**config.mk**
```make
export PLATFORM = sky130hd
export DESIGN_NAME = nvm_security_unsecure
export DESIGN_NICKNAME = d
export VERILOG_FILES = /design/src/nvm_pkg.sv /design/src/nvm_cmd_engine.sv /design/src/nvm_security_unsecure.sv
export VERILOG_INCLUDE_DIRS = /design/src
export SDC_FILE = /design/constraint.sdc
export NUM_CORES = 1
export LEC_CHECK = 0
export BUFFER_PORTS_ARGS = -buffer_cell sky130_fd_sc_hd__buf_4
export CORE_MARGIN = 3
export CORE_UTILIZATION = 45
export CTS_CLUSTER_DIAMETER = 120
export DETAILED_ROUTE_END_ITERATION = 8
export HOLD_SLACK_MARGIN = 0.02
export PLACE_DENSITY = 0.68
export RECOVER_POWER = 100
export SLEW_MARGIN = 0
export SYNTH_ARGS = -nofsm -noshare
export SYNTH_HDL_FRONTEND = slang
export SYNTH_HIERARCHICAL = 1
export SYNTH_SLANG_ARGS = --single-unit
export TNS_END_PERCENT = 20
```
**constraint.sdc**
```tcl
create_clock -name clk -period 15.4 [get_ports clk]
set_input_delay 0.77 -clock clk [delete_from_list [all_inputs] [get_ports clk]]
set_output_delay 0.77 -clock clk [all_outputs]
set_load 0.02 [all_outputs]
```
**src/nvm_params.svh**
```systemverilog
// Offsets, field positions, codes and reset values of the NVM security block
`ifndef NVM_PARAMS_SVH
`define NVM_PARAMS_SVH
`define OFS_FLASH_DIV 16'h0100
`define OFS_FLASH_SEC 16'h0101
`define OFS_FLASH_TEST 16'h0102
`define OFS_FLASH_CFG 16'h0103
`define OFS_FLASH_PROT 16'h0104
`define OFS_FLASH_STAT 16'h0105
`define OFS_FLASH_CMD 16'h0106
`define OFS_FLASH_ADDR 16'h0108
`define OFS_FLASH_DATA 16'h010A
`define OFS_EE_DIV 16'h0110
`define OFS_EE_PROT 16'h0114
`define OFS_EE_STAT 16'h0115
`define OFS_EE_CMD 16'h0116
`define OFS_EE_ADDR 16'h0118
`define OFS_EE_DATA 16'h011A
`define REG_SPACE_END 16'h0400
`define ARRAY_BASE 16'h4000
`define KEY_BASE 16'hFF00
`define SECTOR_TOP 16'hFE00
`define SECTOR_MASK 16'hFE00
`define BIT_BLANK 2
`define BIT_ACC_ERR 4
`define BIT_PROT_VIOL 5
`define BIT_DONE 6
`define BIT_BUF_EMPTY 7
`define CFG_KEY_BIT 5
`define WRITE_ALL_BIT 4
`define CMD_ERASE_VERIFY 8'h05
`define CMD_PROGRAM 8'h20
`define CMD_SECTOR_ERASE 8'h40
`define CMD_MASS_ERASE 8'h41
`define CMD_SECTOR_MODIFY 8'h60
`define PROT_OPEN 8'hFF
`define PROT_RESET 8'h00
`define SEC_UNSECURED 2'h2
`define KEYEN_ON 2'h2
`define KEY_BAD_LOW 16'h0000
`define KEY_BAD_HIGH 16'hFFFF
`endif

```
**src/nvm_pkg.sv**
```systemverilog
// Types shared by the NVM security block
package nvm_pkg;
  typedef enum logic {ENG_IDLE, ENG_BUSY} engine_state_e;
  typedef enum logic [1:0] {DBG_OFF, DBG_HW, DBG_FULL} debug_level_e;
endpackage

```
**src/nvm_cmd_engine.sv**
```systemverilog
// Command sequencer for one flash block or the EEPROM array
`timescale 1ns/1ps
`include "nvm_params.svh"
module nvm_cmd_engine (
  input wire logic clk,
  input wire logic rstN,
  input wire logic ce,
  input wire logic massOnly,
  input wire logic [15:0] wrValue,
  input wire logic [15:0] addrValue,
  input wire logic wrStatus,
  input wire logic wrCommand,
  input wire logic wrProtect,
  input wire logic [1:0] wrAddrLane,
  input wire logic [1:0] wrDataLane,
  input wire logic memDone,
  input wire logic memBlank,
  output logic [7:0] status,
  output logic [7:0] command,
  output logic [7:0] protect,
  output logic [15:0] address,
  output logic [15:0] data,
  output logic memStart,
  output logic [15:0] memAddr
);
  nvm_pkg::engine_state_e state;
  logic bufEmpty, done, protViol, accErr, blank;
  logic launch, cmdLegal, protFault, go;

  // Codes the array understands
  function automatic logic isKnown(input logic [7:0] c);
    isKnown = (c == `CMD_ERASE_VERIFY) || (c == `CMD_PROGRAM) || (c == `CMD_SECTOR_ERASE) ||
      (c == `CMD_MASS_ERASE) || (c == `CMD_SECTOR_MODIFY);
  endfunction

  // Launch and its checks
  assign launch = wrStatus && wrValue[`BIT_BUF_EMPTY] && bufEmpty;
  assign cmdLegal = isKnown(command) && (!massOnly || command == `CMD_MASS_ERASE);
  assign protFault = (protect != `PROT_OPEN) && ((command == `CMD_MASS_ERASE) ||
    (command != `CMD_ERASE_VERIFY && address >= `SECTOR_TOP));
  assign go = launch && !accErr && !protViol && cmdLegal && !protFault;

  // Shared status layout
  always_comb begin
    status = 8'h00;
    status[`BIT_BLANK] = blank;
    status[`BIT_ACC_ERR] = accErr;
    status[`BIT_PROT_VIOL] = protViol;
    status[`BIT_DONE] = done;
    status[`BIT_BUF_EMPTY] = bufEmpty;
  end

  // Error flags; set beats clear
  always_ff @(posedge clk or negedge rstN) begin
    if (!rstN) begin
      accErr <= 1'b0;
      protViol <= 1'b0;
    end else if (ce) begin
      accErr <= (launch && (accErr || protViol || !cmdLegal)) ||
        (accErr && !(wrStatus && wrValue[`BIT_ACC_ERR]));
      protViol <= (launch && !accErr && !protViol && cmdLegal && protFault) ||
        (protViol && !(wrStatus && wrValue[`BIT_PROT_VIOL]));
    end
  end

  // Start pulse out, completion back
  always_ff @(posedge clk or negedge rstN) begin
    if (!rstN) begin
      state <= nvm_pkg::ENG_IDLE;
      bufEmpty <= 1'b1;
      done <= 1'b1;
      blank <= 1'b0;
      memStart <= 1'b0;
      memAddr <= 16'h0000;
    end else if (ce) begin
      memStart <= 1'b0;
      case (state)
        nvm_pkg::ENG_IDLE: begin
          if (go) begin
            state <= nvm_pkg::ENG_BUSY;
            bufEmpty <= 1'b0;
            done <= 1'b0;
            blank <= 1'b0;
            memStart <= 1'b1;
            // Whole sector, key and vectors included
            memAddr <= (command == `CMD_SECTOR_ERASE) ? (address & `SECTOR_MASK) : address;
          end
        end
        nvm_pkg::ENG_BUSY: begin
          if (memDone) begin
            state <= nvm_pkg::ENG_IDLE;
            bufEmpty <= 1'b1;
            done <= 1'b1;
            blank <= (command == `CMD_ERASE_VERIFY) && memBlank;
          end
        end
        default: state <= nvm_pkg::ENG_IDLE;
      endcase
    end
  end

  // Command buffer frozen while a command runs; protect register writable at any time
  always_ff @(posedge clk or negedge rstN) begin
    if (!rstN) begin
      command <= 8'h00;
      protect <= `PROT_RESET;
      address <= 16'h0000;
      data <= 16'h0000;
    end else if (ce) begin
      if (wrProtect) protect <= wrValue[7:0];
      if (bufEmpty) begin
        if (wrCommand) command <= wrValue[7:0];
        if (wrAddrLane[1]) address[15:8] <= addrValue[15:8];
        if (wrAddrLane[0]) address[7:0] <= addrValue[7:0];
        if (wrDataLane[1]) data[15:8] <= wrValue[15:8];
        if (wrDataLane[0]) data[7:0] <= wrValue[7:0];
      end
    end
  end
endmodule // nvm_cmd_engine

```
**src/nvm_security_unsecure.sv**
```systemverilog
// Flash and EEPROM security, backdoor unlock and command register front end
// Functional notes
// - Any key word mismatch keeps the part secured.
// - Sector erase of top sector clears keys and vectors.
// - Security byte erase or program refused while its sector is protected.
// - Programmed security encoding takes effect at next reset.
// - Special modes: full EEPROM and flash erase lets part unsecure.
// - Secured special reset, memory not blank: hardware debug only.
// - Hardware debug may write NVM registers to launch mass erase.
// - Secured special reset, memory blank: full debug enabled.
// - Ones in both error bits of a status register clear them.
// - All ones in a protect register remove protection.
// - Writing one to buffer-empty launches the command.
// - Mass-erase code erases the whole array.
// - Program code programs latched data at latched address.
// - Write-all bit sends writes and launches to every flash block.
// - Configuration zero selects flash block 0.
// - Each block sets complete when its command ends.
// - Flash and EEPROM status share one bit layout.
// - Erase-verify, sector-erase and sector-modify are decoded.
// - Matching key forces live security field unsecured; options byte untouched.
// - Array reads blocked while key access set.
`timescale 1ns/1ps
`include "nvm_params.svh"
module nvm_security_unsecure #(
  parameter int NUM_BLOCKS = 4
) (
  input wire logic clk,
  input wire logic arst_n,
  input wire logic ce,
  input wire logic specialModePin,
  input wire logic [15:0] busAddr,
  input wire logic busWrite,
  input wire logic busRead,
  input wire logic busWord,
  input wire logic busDebug,
  input wire logic [15:0] busWrData,
  output logic [15:0] busRdData,
  output logic busDenied,
  input wire logic [7:0] optionsByte,
  input wire logic [63:0] storedKey,
  input wire logic flashAllErased,
  input wire logic eepromAllErased,
  input wire logic [NUM_BLOCKS-1:0] flashMemDone,
  input wire logic [NUM_BLOCKS-1:0] flashMemBlank,
  input wire logic eepromMemDone,
  input wire logic eepromMemBlank,
  output logic [NUM_BLOCKS-1:0] flashMemStart,
  output logic [7:0] flashMemCode [NUM_BLOCKS],
  output logic [15:0] flashMemAddr [NUM_BLOCKS],
  output logic [15:0] flashMemData [NUM_BLOCKS],
  output logic eepromMemStart,
  output logic [7:0] eepromMemCode,
  output logic [15:0] eepromMemAddr,
  output logic [15:0] eepromMemData,
  output logic [7:0] flashClockDiv,
  output logic [7:0] eepromClockDiv,
  output logic arrayReadEnable,
  output logic secured,
  output logic debugFirmwareEn,
  output logic debugHardwareEn,
  output logic allCommandsDone
);
  localparam int SEL_W = (NUM_BLOCKS > 1) ? $clog2(NUM_BLOCKS) : 1;

  logic rstMeta, rstN;
  logic modeMeta, specialMode;
  logic [1:0] settle;
  logic [7:0] cfgReg, testMode;
  logic keyAccess, writeAll;
  logic [SEL_W-1:0] blockSel;
  logic [1:0] securityField;
  logic captured;
  nvm_pkg::debug_level_e debugLevel;
  logic [15:0] keyBuf [4];
  logic [3:0] keySeen;
  logic accessOk, wrOk, rdOk, arrayWr, keyWr, cfgWr, keyClose;
  logic [15:0] wrValue, flashAddrValue;
  logic [1:0] fAddrLane, fDataLane, eAddrLane, eDataLane;
  logic fStatWr, fCmdWr, fProtWr, eStatWr, eCmdWr, eProtWr;
  logic [7:0] fStatus [NUM_BLOCKS];
  logic [7:0] fCommand [NUM_BLOCKS];
  logic [7:0] fProtect [NUM_BLOCKS];
  logic [15:0] fAddress [NUM_BLOCKS];
  logic [15:0] flash_data [NUM_BLOCKS];
  logic [NUM_BLOCKS-1:0] fDone;
  logic [7:0] eStatus, eProtect;
  logic [15:0] eAddress;
  logic massOnly;

  // Reset release through two flops
  always_ff @(posedge clk or negedge arst_n) begin
    if (!arst_n) begin
      rstMeta <= 1'b0;
      rstN <= 1'b0;
    end else begin
      rstMeta <= 1'b1;
      rstN <= rstMeta;
    end
  end

  // Mode pin synchronised; capture waits until the strap has settled
  always_ff @(posedge clk or negedge rstN) begin
    if (!rstN) begin
      modeMeta <= 1'b0;
      specialMode <= 1'b0;
      settle <= 2'h0;
    end else if (ce) begin
      modeMeta <= specialModePin;
      specialMode <= modeMeta;
      settle <= {settle[0], 1'b1};
    end
  end

  // 16-bit register: high byte first
  function automatic logic [1:0] lane16(input logic [15:0] a, input logic [15:0] base, input logic word);
    lane16 = {a == base, (word && a == base) || (!word && a == base + 16'h0001)};
  endfunction

  // 8-bit register: byte accesses only
  function automatic logic hit8(input logic [15:0] a, input logic [15:0] base, input logic word);
    hit8 = !word && a == base;
  endfunction

  // Key words match, none all zero or all one
  function automatic logic keyMatch(input logic [63:0] stored, input logic [15:0] w0,
    input logic [15:0] w1, input logic [15:0] w2, input logic [15:0] w3);
    logic [63:0] got;
    logic bad;
    got = {w0, w1, w2, w3};
    bad = 1'b0;
    for (int i = 0; i < 4; i++) begin
      bad = bad || got[16*i +: 16] == `KEY_BAD_LOW || got[16*i +: 16] == `KEY_BAD_HIGH;
    end
    keyMatch = !bad && got == stored;
  endfunction

  // Access filter: hardware-only debug still reaches the register space
  always_comb begin
    case (debugLevel)
      nvm_pkg::DBG_FULL: accessOk = 1'b1;
      nvm_pkg::DBG_HW: accessOk = !busDebug || busAddr < `REG_SPACE_END;
      default: accessOk = !busDebug;
    endcase
  end
  assign wrOk = busWrite && accessOk;
  assign rdOk = busRead && accessOk;
  assign wrValue = busWord ? busWrData : {busWrData[7:0], busWrData[7:0]};

  // Array writes: key words or program target
  assign keyWr = wrOk && busWord && keyAccess && busAddr[15:3] == `KEY_BASE >> 3 && !busAddr[0];
  assign arrayWr = wrOk && busWord && !keyAccess && busAddr >= `ARRAY_BASE;
  assign flashAddrValue = arrayWr ? busAddr : wrValue;

  // Register write strobes
  assign cfgWr = wrOk && hit8(busAddr, `OFS_FLASH_CFG, busWord);
  assign fStatWr = wrOk && hit8(busAddr, `OFS_FLASH_STAT, busWord);
  assign fCmdWr = wrOk && hit8(busAddr, `OFS_FLASH_CMD, busWord);
  assign fProtWr = wrOk && hit8(busAddr, `OFS_FLASH_PROT, busWord);
  assign eStatWr = wrOk && hit8(busAddr, `OFS_EE_STAT, busWord);
  assign eCmdWr = wrOk && hit8(busAddr, `OFS_EE_CMD, busWord);
  assign eProtWr = wrOk && hit8(busAddr, `OFS_EE_PROT, busWord);
  assign fAddrLane = arrayWr ? 2'h3 : (wrOk ? lane16(busAddr, `OFS_FLASH_ADDR, busWord) : 2'h0);
  assign fDataLane = arrayWr ? 2'h3 : (wrOk ? lane16(busAddr, `OFS_FLASH_DATA, busWord) : 2'h0);
  assign eAddrLane = wrOk ? lane16(busAddr, `OFS_EE_ADDR, busWord) : 2'h0;
  assign eDataLane = wrOk ? lane16(busAddr, `OFS_EE_DATA, busWord) : 2'h0;

  // Configuration, test mode and clock dividers
  always_ff @(posedge clk or negedge rstN) begin
    if (!rstN) begin
      cfgReg <= 8'h00;
      testMode <= 8'h00;
      flashClockDiv <= 8'h00;
      eepromClockDiv <= 8'h00;
    end else if (ce) begin
      if (cfgWr) cfgReg <= wrValue[7:0];
      if (wrOk && hit8(busAddr, `OFS_FLASH_TEST, busWord)) testMode <= wrValue[7:0];
      if (wrOk && hit8(busAddr, `OFS_FLASH_DIV, busWord)) flashClockDiv <= wrValue[7:0];
      if (wrOk && hit8(busAddr, `OFS_EE_DIV, busWord)) eepromClockDiv <= wrValue[7:0];
    end
  end
  assign keyAccess = cfgReg[`CFG_KEY_BIT];
  assign blockSel = cfgReg[SEL_W-1:0];
  assign writeAll = testMode[`WRITE_ALL_BIT];
  assign arrayReadEnable = !keyAccess;

  // Backdoor key words, collected in key access
  always_ff @(posedge clk or negedge rstN) begin
    if (!rstN) begin
      keySeen <= 4'h0;
      for (int i = 0; i < 4; i++) keyBuf[i] <= 16'h0000;
    end else if (ce) begin
      if (!keyAccess) begin
        keySeen <= 4'h0;
      end else if (keyWr) begin
        keyBuf[busAddr[2:1]] <= busWrData;
        keySeen[busAddr[2:1]] <= 1'b1;
      end
    end
  end

  // Compare on closing key access
  assign keyClose = cfgWr && keyAccess && !wrValue[`CFG_KEY_BIT] && keySeen == 4'hF;

  // Security state caught once the strap is settled
  always_ff @(posedge clk or negedge rstN) begin
    if (!rstN) begin
      captured <= 1'b0;
      securityField <= 2'h0;
      debugLevel <= nvm_pkg::DBG_OFF;
    end else if (ce) begin
      if (!captured && settle[1]) begin
        captured <= 1'b1;
        securityField <= optionsByte[1:0];
        if (optionsByte[1:0] == `SEC_UNSECURED) begin
          debugLevel <= nvm_pkg::DBG_FULL;
        end else if (specialMode) begin
          // Blank part: full debug, else hardware only
          debugLevel <= (flashAllErased && eepromAllErased) ? nvm_pkg::DBG_FULL : nvm_pkg::DBG_HW;
        end else begin
          debugLevel <= nvm_pkg::DBG_OFF;
        end
      end else if (captured && keyClose && !specialMode && secured && optionsByte[7:6] == `KEYEN_ON) begin
        // Options byte untouched; security returns at next reset
        if (keyMatch(storedKey, keyBuf[0], keyBuf[1], keyBuf[2], keyBuf[3])) begin
          securityField <= `SEC_UNSECURED;
          debugLevel <= nvm_pkg::DBG_FULL;
        end
      end
    end
  end
  assign secured = !captured || securityField != `SEC_UNSECURED;
  assign debugFirmwareEn = debugLevel == nvm_pkg::DBG_FULL;
  assign debugHardwareEn = debugLevel != nvm_pkg::DBG_OFF;
  assign massOnly = secured && specialMode && debugLevel != nvm_pkg::DBG_FULL;

  // One engine per block; write-all fans out
  for (genvar b = 0; b < NUM_BLOCKS; b++) begin : gBlock
    logic en;
    assign en = writeAll || blockSel == SEL_W'(b);
    nvm_cmd_engine uEngine (
      .clk(clk),
      .rstN(rstN),
      .ce(ce),
      .massOnly(massOnly),
      .wrValue(wrValue),
      .addrValue(flashAddrValue),
      .wrStatus(en && fStatWr),
      .wrCommand(en && fCmdWr),
      .wrProtect(en && fProtWr),
      .wrAddrLane(en ? fAddrLane : 2'h0),
      .wrDataLane(en ? fDataLane : 2'h0),
      .memDone(flashMemDone[b]),
      .memBlank(flashMemBlank[b]),
      .status(fStatus[b]),
      .command(fCommand[b]),
      .protect(fProtect[b]),
      .address(fAddress[b]),
      .data(flash_data[b]),
      .memStart(flashMemStart[b]),
      .memAddr(flashMemAddr[b])
    );
    assign flashMemCode[b] = fCommand[b];
    assign flashMemData[b] = flash_data[b];
    assign fDone[b] = fStatus[b][`BIT_DONE];
  end

  // EEPROM engine
  nvm_cmd_engine uEeprom (
    .clk(clk),
    .rstN(rstN),
    .ce(ce),
    .massOnly(massOnly),
    .wrValue(wrValue),
    .addrValue(wrValue),
    .wrStatus(eStatWr),
    .wrCommand(eCmdWr),
    .wrProtect(eProtWr),
    .wrAddrLane(eAddrLane),
    .wrDataLane(eDataLane),
    .memDone(eepromMemDone),
    .memBlank(eepromMemBlank),
    .status(eStatus),
    .command(eepromMemCode),
    .protect(eProtect),
    .address(eAddress),
    .data(eepromMemData),
    .memStart(eepromMemStart),
    .memAddr(eepromMemAddr)
  );

  // Software waits on this before resetting
  assign allCommandsDone = (&fDone) && eStatus[`BIT_DONE];

  // Read decode; banked registers show the selected block
  function automatic logic [7:0] readByte(input logic [15:0] a);
    readByte = 8'h00;
    case (a)
      `OFS_FLASH_DIV: readByte = flashClockDiv;
      `OFS_FLASH_SEC: readByte = {optionsByte[7:2], securityField};
      `OFS_FLASH_TEST: readByte = testMode;
      `OFS_FLASH_CFG: readByte = cfgReg;
      `OFS_FLASH_PROT: readByte = fProtect[blockSel];
      `OFS_FLASH_STAT: readByte = fStatus[blockSel];
      `OFS_FLASH_CMD: readByte = fCommand[blockSel];
      `OFS_FLASH_ADDR: readByte = fAddress[blockSel][15:8];
      `OFS_FLASH_ADDR + 16'h0001: readByte = fAddress[blockSel][7:0];
      `OFS_FLASH_DATA: readByte = flash_data[blockSel][15:8];
      `OFS_FLASH_DATA + 16'h0001: readByte = flash_data[blockSel][7:0];
      `OFS_EE_DIV: readByte = eepromClockDiv;
      `OFS_EE_PROT: readByte = eProtect;
      `OFS_EE_STAT: readByte = eStatus;
      `OFS_EE_CMD: readByte = eepromMemCode;
      `OFS_EE_ADDR: readByte = eAddress[15:8];
      `OFS_EE_ADDR + 16'h0001: readByte = eAddress[7:0];
      `OFS_EE_DATA: readByte = eepromMemData[15:8];
      `OFS_EE_DATA + 16'h0001: readByte = eepromMemData[7:0];
      default: readByte = 8'h00;
    endcase
  endfunction

  // Read data one cycle after strobe
  always_ff @(posedge clk or negedge rstN) begin
    if (!rstN) begin
      busRdData <= 16'h0000;
      busDenied <= 1'b0;
    end else if (ce) begin
      busDenied <= (busRead || busWrite) && !accessOk;
      if (rdOk) begin
        busRdData <= busWord ? {readByte(busAddr), readByte(busAddr + 16'h0001)} : {8'h00, readByte(busAddr)};
      end
    end
  end
endmodule // nvm_security_unsecure

```
==> impl_metrics.ini, run 1 <==
[sta]
finalCritPeriodShare = 0.546
rsz0062_at_grt = false
period_needed_ns = 8.40
tns_ns = 0
drv_slew = 429
hold_viol = 0
tightest_slew_ns = 4.33
slew-limit-headroom = -1.89
max_freq_mhz = 119
setup_viol = 0
whs_ns = 0.356
finClkSkew_ns = 0.0147

[clock_network]
tritoncts = done
numCtsBuffers = 52
clkLatencyLatePin_ns = 0.59
holdBufCountCts = 1
cts-htree-levels = 2
post_cts_resized = 0
root_buffer = clkbuf_16
post-cts-setup-buffer-count = 0
clk_path_buf_depth = 3
numClockSinks = 478
clkTransAtPathRegs_ns = 0.06

[grt]
grt_util_all_layers = 0.343
grt_pass1_vias = 21314
gr-total-overflow = 0
grt_max_degree = 81
antenna_found_initial = 3
grt_pass1_wl_um = 150000

[placed_design]
gp_congestion = 1.02
hpwl_um = 77100
place_inst = 3180
portBuffers = 366
placed_area_mm2 = 0.0288

[critical_path]
cp_data_arrival_time_ns = 8.98
cp_max_fo = 80
path_class = flop to asynchronous set/reset pin
cp.required_ns = 15.98
cp-end-kind = asynchronous set/reset pin
critPathLaunchType = flop

[power]
p_int_mw = 2.20
irDropWorstVdd_mv = 0.102
powerDensity_mw_per_mm2 = 103
seq_power_share = 0.446
clockPowerShare = 0.417
p_leak_nw = 13.2
combPwrFrac = 0.137
power_mw = 3.04
p_switching_mw = 0.836
switching_share = 0.275

[floorplan]
dieArea_mm2 = 0.0594
pin_count = 367
die_y_um = 244
placementRows = 86
die_w_um = 244
initial_core_util = 0.458
coreArea_mm2 = 0.0555

[synthesis]
ys_types = 81
synth_top_area_frac = 0.465
synth.most_common_cell = dfrtp_1
synth_warnings = 6
synth_area_leaders = dfrtp_1, mux2_2, mux4_2
syn-cell-area_mm2 = 0.0254
synth-seq-cells = 478
netlist_top_cells_count = dfrtp_1, mux2_2, nand2_1
synth-edff-count = 0
synth_top_cell_by_area = dfrtp_1
syn_inst = 2156
async_flop_share = 1.00
synth_ff_type = dfrtp_1
synth.avg_cell_area_um2 = 11.8
ys_seq_area_frac = 0.471

[drt]
drtPass1Iterations = 6
drt-total-wl_um = 104000
num_vias = 21180
vias_per_cell = 6.47
avgRoutedWirePerCell_um = 31.7
drc = 0
ant_nets = 0
drtIter0Drc = 2245

[finish]
layout-drive-gt1-share = 0.276
fin_cells = 3274
area_growth_pct = 16.0
final_cell_area_mm2 = 0.0295
fin_nets = 2615

[job]
cap_violations = 9

[status]
status = finished with violations
failed_checks = max-capacitance violations, max-slew violations

[min_path]
hold_path.class = flop to flop
==> stage by stage <==
step | setup WS [ns] | util
finish | 7.00 | 0.531
global route | 5.53 | 0.531
CTS | 10.70 | 0.551
detailed placement | 10.08 | 0.519
global placement | 10.25 | 0.519
floorplan | 1.10 | -
==> power by group through the flow <==
stage | Sequential [mW] | Combinational [mW] | Clock (mW)
after floorplan | 1.40 | 0.177 | 0
after global placement | 1.37 | 0.427 | 0
after detailed placement | 1.38 | 0.431 | 0
after CTS | 1.35 | 0.433 | 1.28
after global routing | 1.36 | 0.430 | 1.34
final | 1.35 | 0.416 | 1.27
==> path summary, 6_finish.rpt <==
kind                                        start                                  endpoint  slack, ns  depth (start not counted)
worst max-delay path               rstN$_DFF_PN0_  gBlock[3].uEngine/memAddr[9]$_DFFE_PN0P_       7.00                          3
worst min-delay path            rstMeta$_DFF_PN0_                            rstN$_DFF_PN0_       0.36                          0
worst max register to register     rstN$_DFF_PN0_  gBlock[3].uEngine/memAddr[9]$_DFFE_PN0P_       7.00                          3
worst min register to register  rstMeta$_DFF_PN0_                            rstN$_DFF_PN0_       0.36                          0
max in group clk                      busAddr[13]                     cfgReg[6]$_DFFE_PN0P_       9.13                          6
min in group asynchronous                  arst_n                         rstMeta$_DFF_PN0_       0.49                          2
==> critical path, cell delays in order, from the launching register on <==
cell	delay [ns]
dfrtp_1	1.98
clkbuf_1	3.15
clkbuf_1	2.08
buf_4	0.99
==> area by class of cell <==
class | instances | area (um^2)
multi-input cells | 1437 | 12300
clock buffers | 80 | 1600
diodes | 1 | 2.50
clock inverters | 11 | 139
inverters | 99 | 372
repair buffers | 420 | 2180
flip-flops and latches | 478 | 12000
well taps | 748 | 936
fillers | 5158 | 26000
==> cells by family after synthesis <==
| kind of cell | after synthesis | share of synthesized area |
|---|---|---|
| AO/OA/AOI/OAI | 271 | 0.0814 |
| XOR/XNOR | 44 | 0.0152 |
| buffers and inverters | 251 | 0.0494 |
| flip-flops | 478 | 0.471 |
| adder cells (fa/ha/maj) | 3 | 0.00148 |
| other | 6 | 0.000886 |
| multiplexers | 504 | 0.245 |
| AND/OR/NAND/NOR | 599 | 0.136 |
==> registers in the layout (all words and copies together) (netlist names), 16 cells and up <==
signal / flops
gBlock.uEngine/address: 64
gBlock.uEngine/data: 64
gBlock.uEngine/memAddr: 64
keyBuf: 64
gBlock.uEngine/command: 32
gBlock.uEngine/protect: 32
busRdData: 16
uEeprom/address: 16
uEeprom/data: 16
uEeprom/memAddr: 16
==> routing by layer <==
layer / track usage / vias up / wire [um]
li1: - / 8724 / -
met1: 0.475 / 11038 / 42400
met2: 0.524 / 1173 / 46600
met3: 0.0738 / 245 / 9690
met4: 0.142 / 0 / 4930
met5: 0 / - / 0
==> cells in the final DEF, fill, tap and decap left out, drive strengths merged, types with 12 or more instances in the layout <==
cell     Yosys  final
nor2b       29     29
nor4        52     52
conb         6     16
a22oi       26     26
mux4        56     56
o2111ai     12     12
a32oi       37     37
a21oi       31     31
mux2       392    392
nand4       75     75
nand3      123    123
nor2        64     64
and2        15     15
nor3        19     19
inv         98     98
buf         92    159
dfrtp      473    473
clkbuf      60    340
xnor2       36     36
nor3b       12     12
o21ai       39     39
nand2      137    137
mux2i       56     56
a221oi      15     15
a22o        19     19
No activity file was read; power rests on OpenSTA's default activity.
==> inputs of run 2 (changes only) <==
- clock period: 15.4 -> 7.3 ns (I/O delays scaled with it)
==> run 2 against run 1 <==
The flow still finishes with violations (max-capacitance violations, max-slew violations); worst setup slack got worse by 5.1 ns; largest cell class unchanged; critical path type is now flop to flop; flip-flop and latch count did not move; routed wire length barely moved; critical path depth rose by 4; via count fell by 1.0%; clock power rose by 110%; hold slack got worse by 0.30 ns.
==> impl_metrics.ini, run 2 (synthesized netlist as in run 1, its figures left out) <==
[floorplan]
placementRows = 86
die_w_um = 244
dieArea_mm2 = 0.0594
coreArea_mm2 = 0.0555
initial_core_util = 0.458
die_y_um = 244
pin_count = 367

[sta]
drv_slew = 418
tns_ns = 0
hold_viol = 0
tightest_slew_ns = 3.05
period_needed_ns = 5.43
max_freq_mhz = 184
slew-limit-headroom = -1.03
setup_slack_ns = 1.87
finClkSkew_ns = 0.0289
rsz0062_at_grt = false
setup_viol = 0
finalCritPeriodShare = 0.743

[drt]
num_vias = 20966
drtPass1Iterations = 6
vias_per_cell = 6.39
ant_nets = 0
drt-total-wl_um = 104000
avgRoutedWirePerCell_um = 31.6
drtIter0Drc = 2294
drc = 0

[critical_path]
cp_max_fo = 17
cp-end-kind = flop
critPathLaunchType = flop
r2r_cells = 7
cp.required_ns = 7.79
cp_data_arrival_time_ns = 5.91
path_class = flop to flop

[status]
failed_checks = max-capacitance violations, max-slew violations
status = finished with violations

[power]
power_mw = 6.37
clockPowerShare = 0.415
combPwrFrac = 0.136
switching_share = 0.281
p_switching_mw = 1.79
p_leak_nw = 13.3
powerDensity_mw_per_mm2 = 215
irDropWorstVdd_mv = 0.202
p_int_mw = 4.58
seq_power_share = 0.448

[placed_design]
gp_congestion = 1.06
place_inst = 3177
dpl_worst_slack_ns = 2.44
hpwl_um = 76100
portBuffers = 366

[finish]
final_util = 0.533
antenna_cells = 0
final_cell_mix = dfrtp_1, mux2_2, clkbuf_1, buf_4, nand2_1
fill_cells = 5129
area_growth_pct = 16.4
layout-drive-gt1-share = 0.277
multi_input_area_mm2 = 0.0123
fin_nets = 2620
final_common_cell = dfrtp_1
seq_area_mm2 = 0.0120
fin_cells = 3280

[job]
cap_violations = 9

[clock_network]
root_buffer = clkbuf_16
clk_path_buf_depth = 3
tritoncts = done
numClockSinks = 478
post-cts-setup-buffer-count = 0
numCtsBuffers = 52
clkLatencyLatePin_ns = 0.61
clkTransAtPathRegs_ns = 0.06
cts-htree-levels = 2
holdBufCountCts = 10
post_cts_resized = 0

[grt]
grt_util_all_layers = 0.344
grt_max_degree = 144
gr-total-overflow = 0
grt_pass1_vias = 21130
grt_pass1_wl_um = 150000
antenna_found_initial = 1

[min_path]
hold_path.class = input pin to flop
holdPathStages = 2
==> run 2: area by class of cell <==
cell class              instances  area share
well taps                     748      0.0316
clock buffers                  79      0.0525
clock inverters                14     0.00461
flip-flops and latches        478       0.404
repair buffers                425      0.0769
inverters                      99      0.0126
multi-input cells            1437       0.417
==> run 2: path summary, 6_finish.rpt <==
check | slack, ns | from | end
hold reg to reg | 0.35 | rstMeta$_DFF_PN0_ | rstN$_DFF_PN0_
setup reg to reg | 1.87 | debugLevel[0]$_DFFE_PN0P_ | keyBuf[57]$_DFFE_PN0P_
min in group asynchronous | 0.08 | arst_n | rstMeta$_DFF_PN0_
max in group asynchronous | 2.25 | rstN$_DFF_PN0_ | gBlock[0].uEngine/memAddr[14]$_DFFE_PN0P_
hold / removal | 0.05 | busWrData[10] | keyBuf[42]$_DFFE_PN0P_
setup / recovery | 1.87 | debugLevel[0]$_DFFE_PN0P_ | keyBuf[57]$_DFFE_PN0P_
==> run 2: through the flow <==
stage / cell area [um^2] / hold WS (ns)
floorplan: 25500 / 0.0694
global placement: 28900 / 0.149
detailed placement: 28900 / 0.149
CTS: 30600 / 0.0256
global route: 29600 / 0.0526
finish: 29600 / 0.0549
==> run 2: critical path, cell delays in order, from the launching register on <==
cell	delay, ns
dfrtp_1	0.38
inv_1	0.07
ha_1	0.29
mux2_1	0.36
nor3b_1	1.53
nand4_4	0.24
nor3_1	1.96
mux2_2	0.47
==> run 2: per-layer routing <==
| layer | track usage | share of wire | routed length, um | vias to the layer above |
|---|---|---|---|---|
| li1 | - | - | - | 8757 |
| met1 | 0.479 | 0.42 | 43400 | 10882 |
| met2 | 0.526 | 0.45 | 46500 | 1079 |
| met3 | 0.0750 | 0.086 | 8960 | 248 |
| met4 | 0.133 | 0.046 | 4770 | 0 |
| met5 | 0 | 0 | 0 | - |
==> run 2: power by group through the flow <==
| stage | combinational, mW | sequential (mW) | clock, mW |
|---|---|---|---|
| final | 0.867 | 2.86 | 2.65 |
| after floorplan | 0.373 | 2.95 | 0 |
| after detailed placement | 0.900 | 2.90 | 0 |
| after global routing | 0.901 | 2.87 | 2.79 |
| after global placement | 0.890 | 2.90 | 0 |
| after CTS | 0.907 | 2.86 | 2.68 |
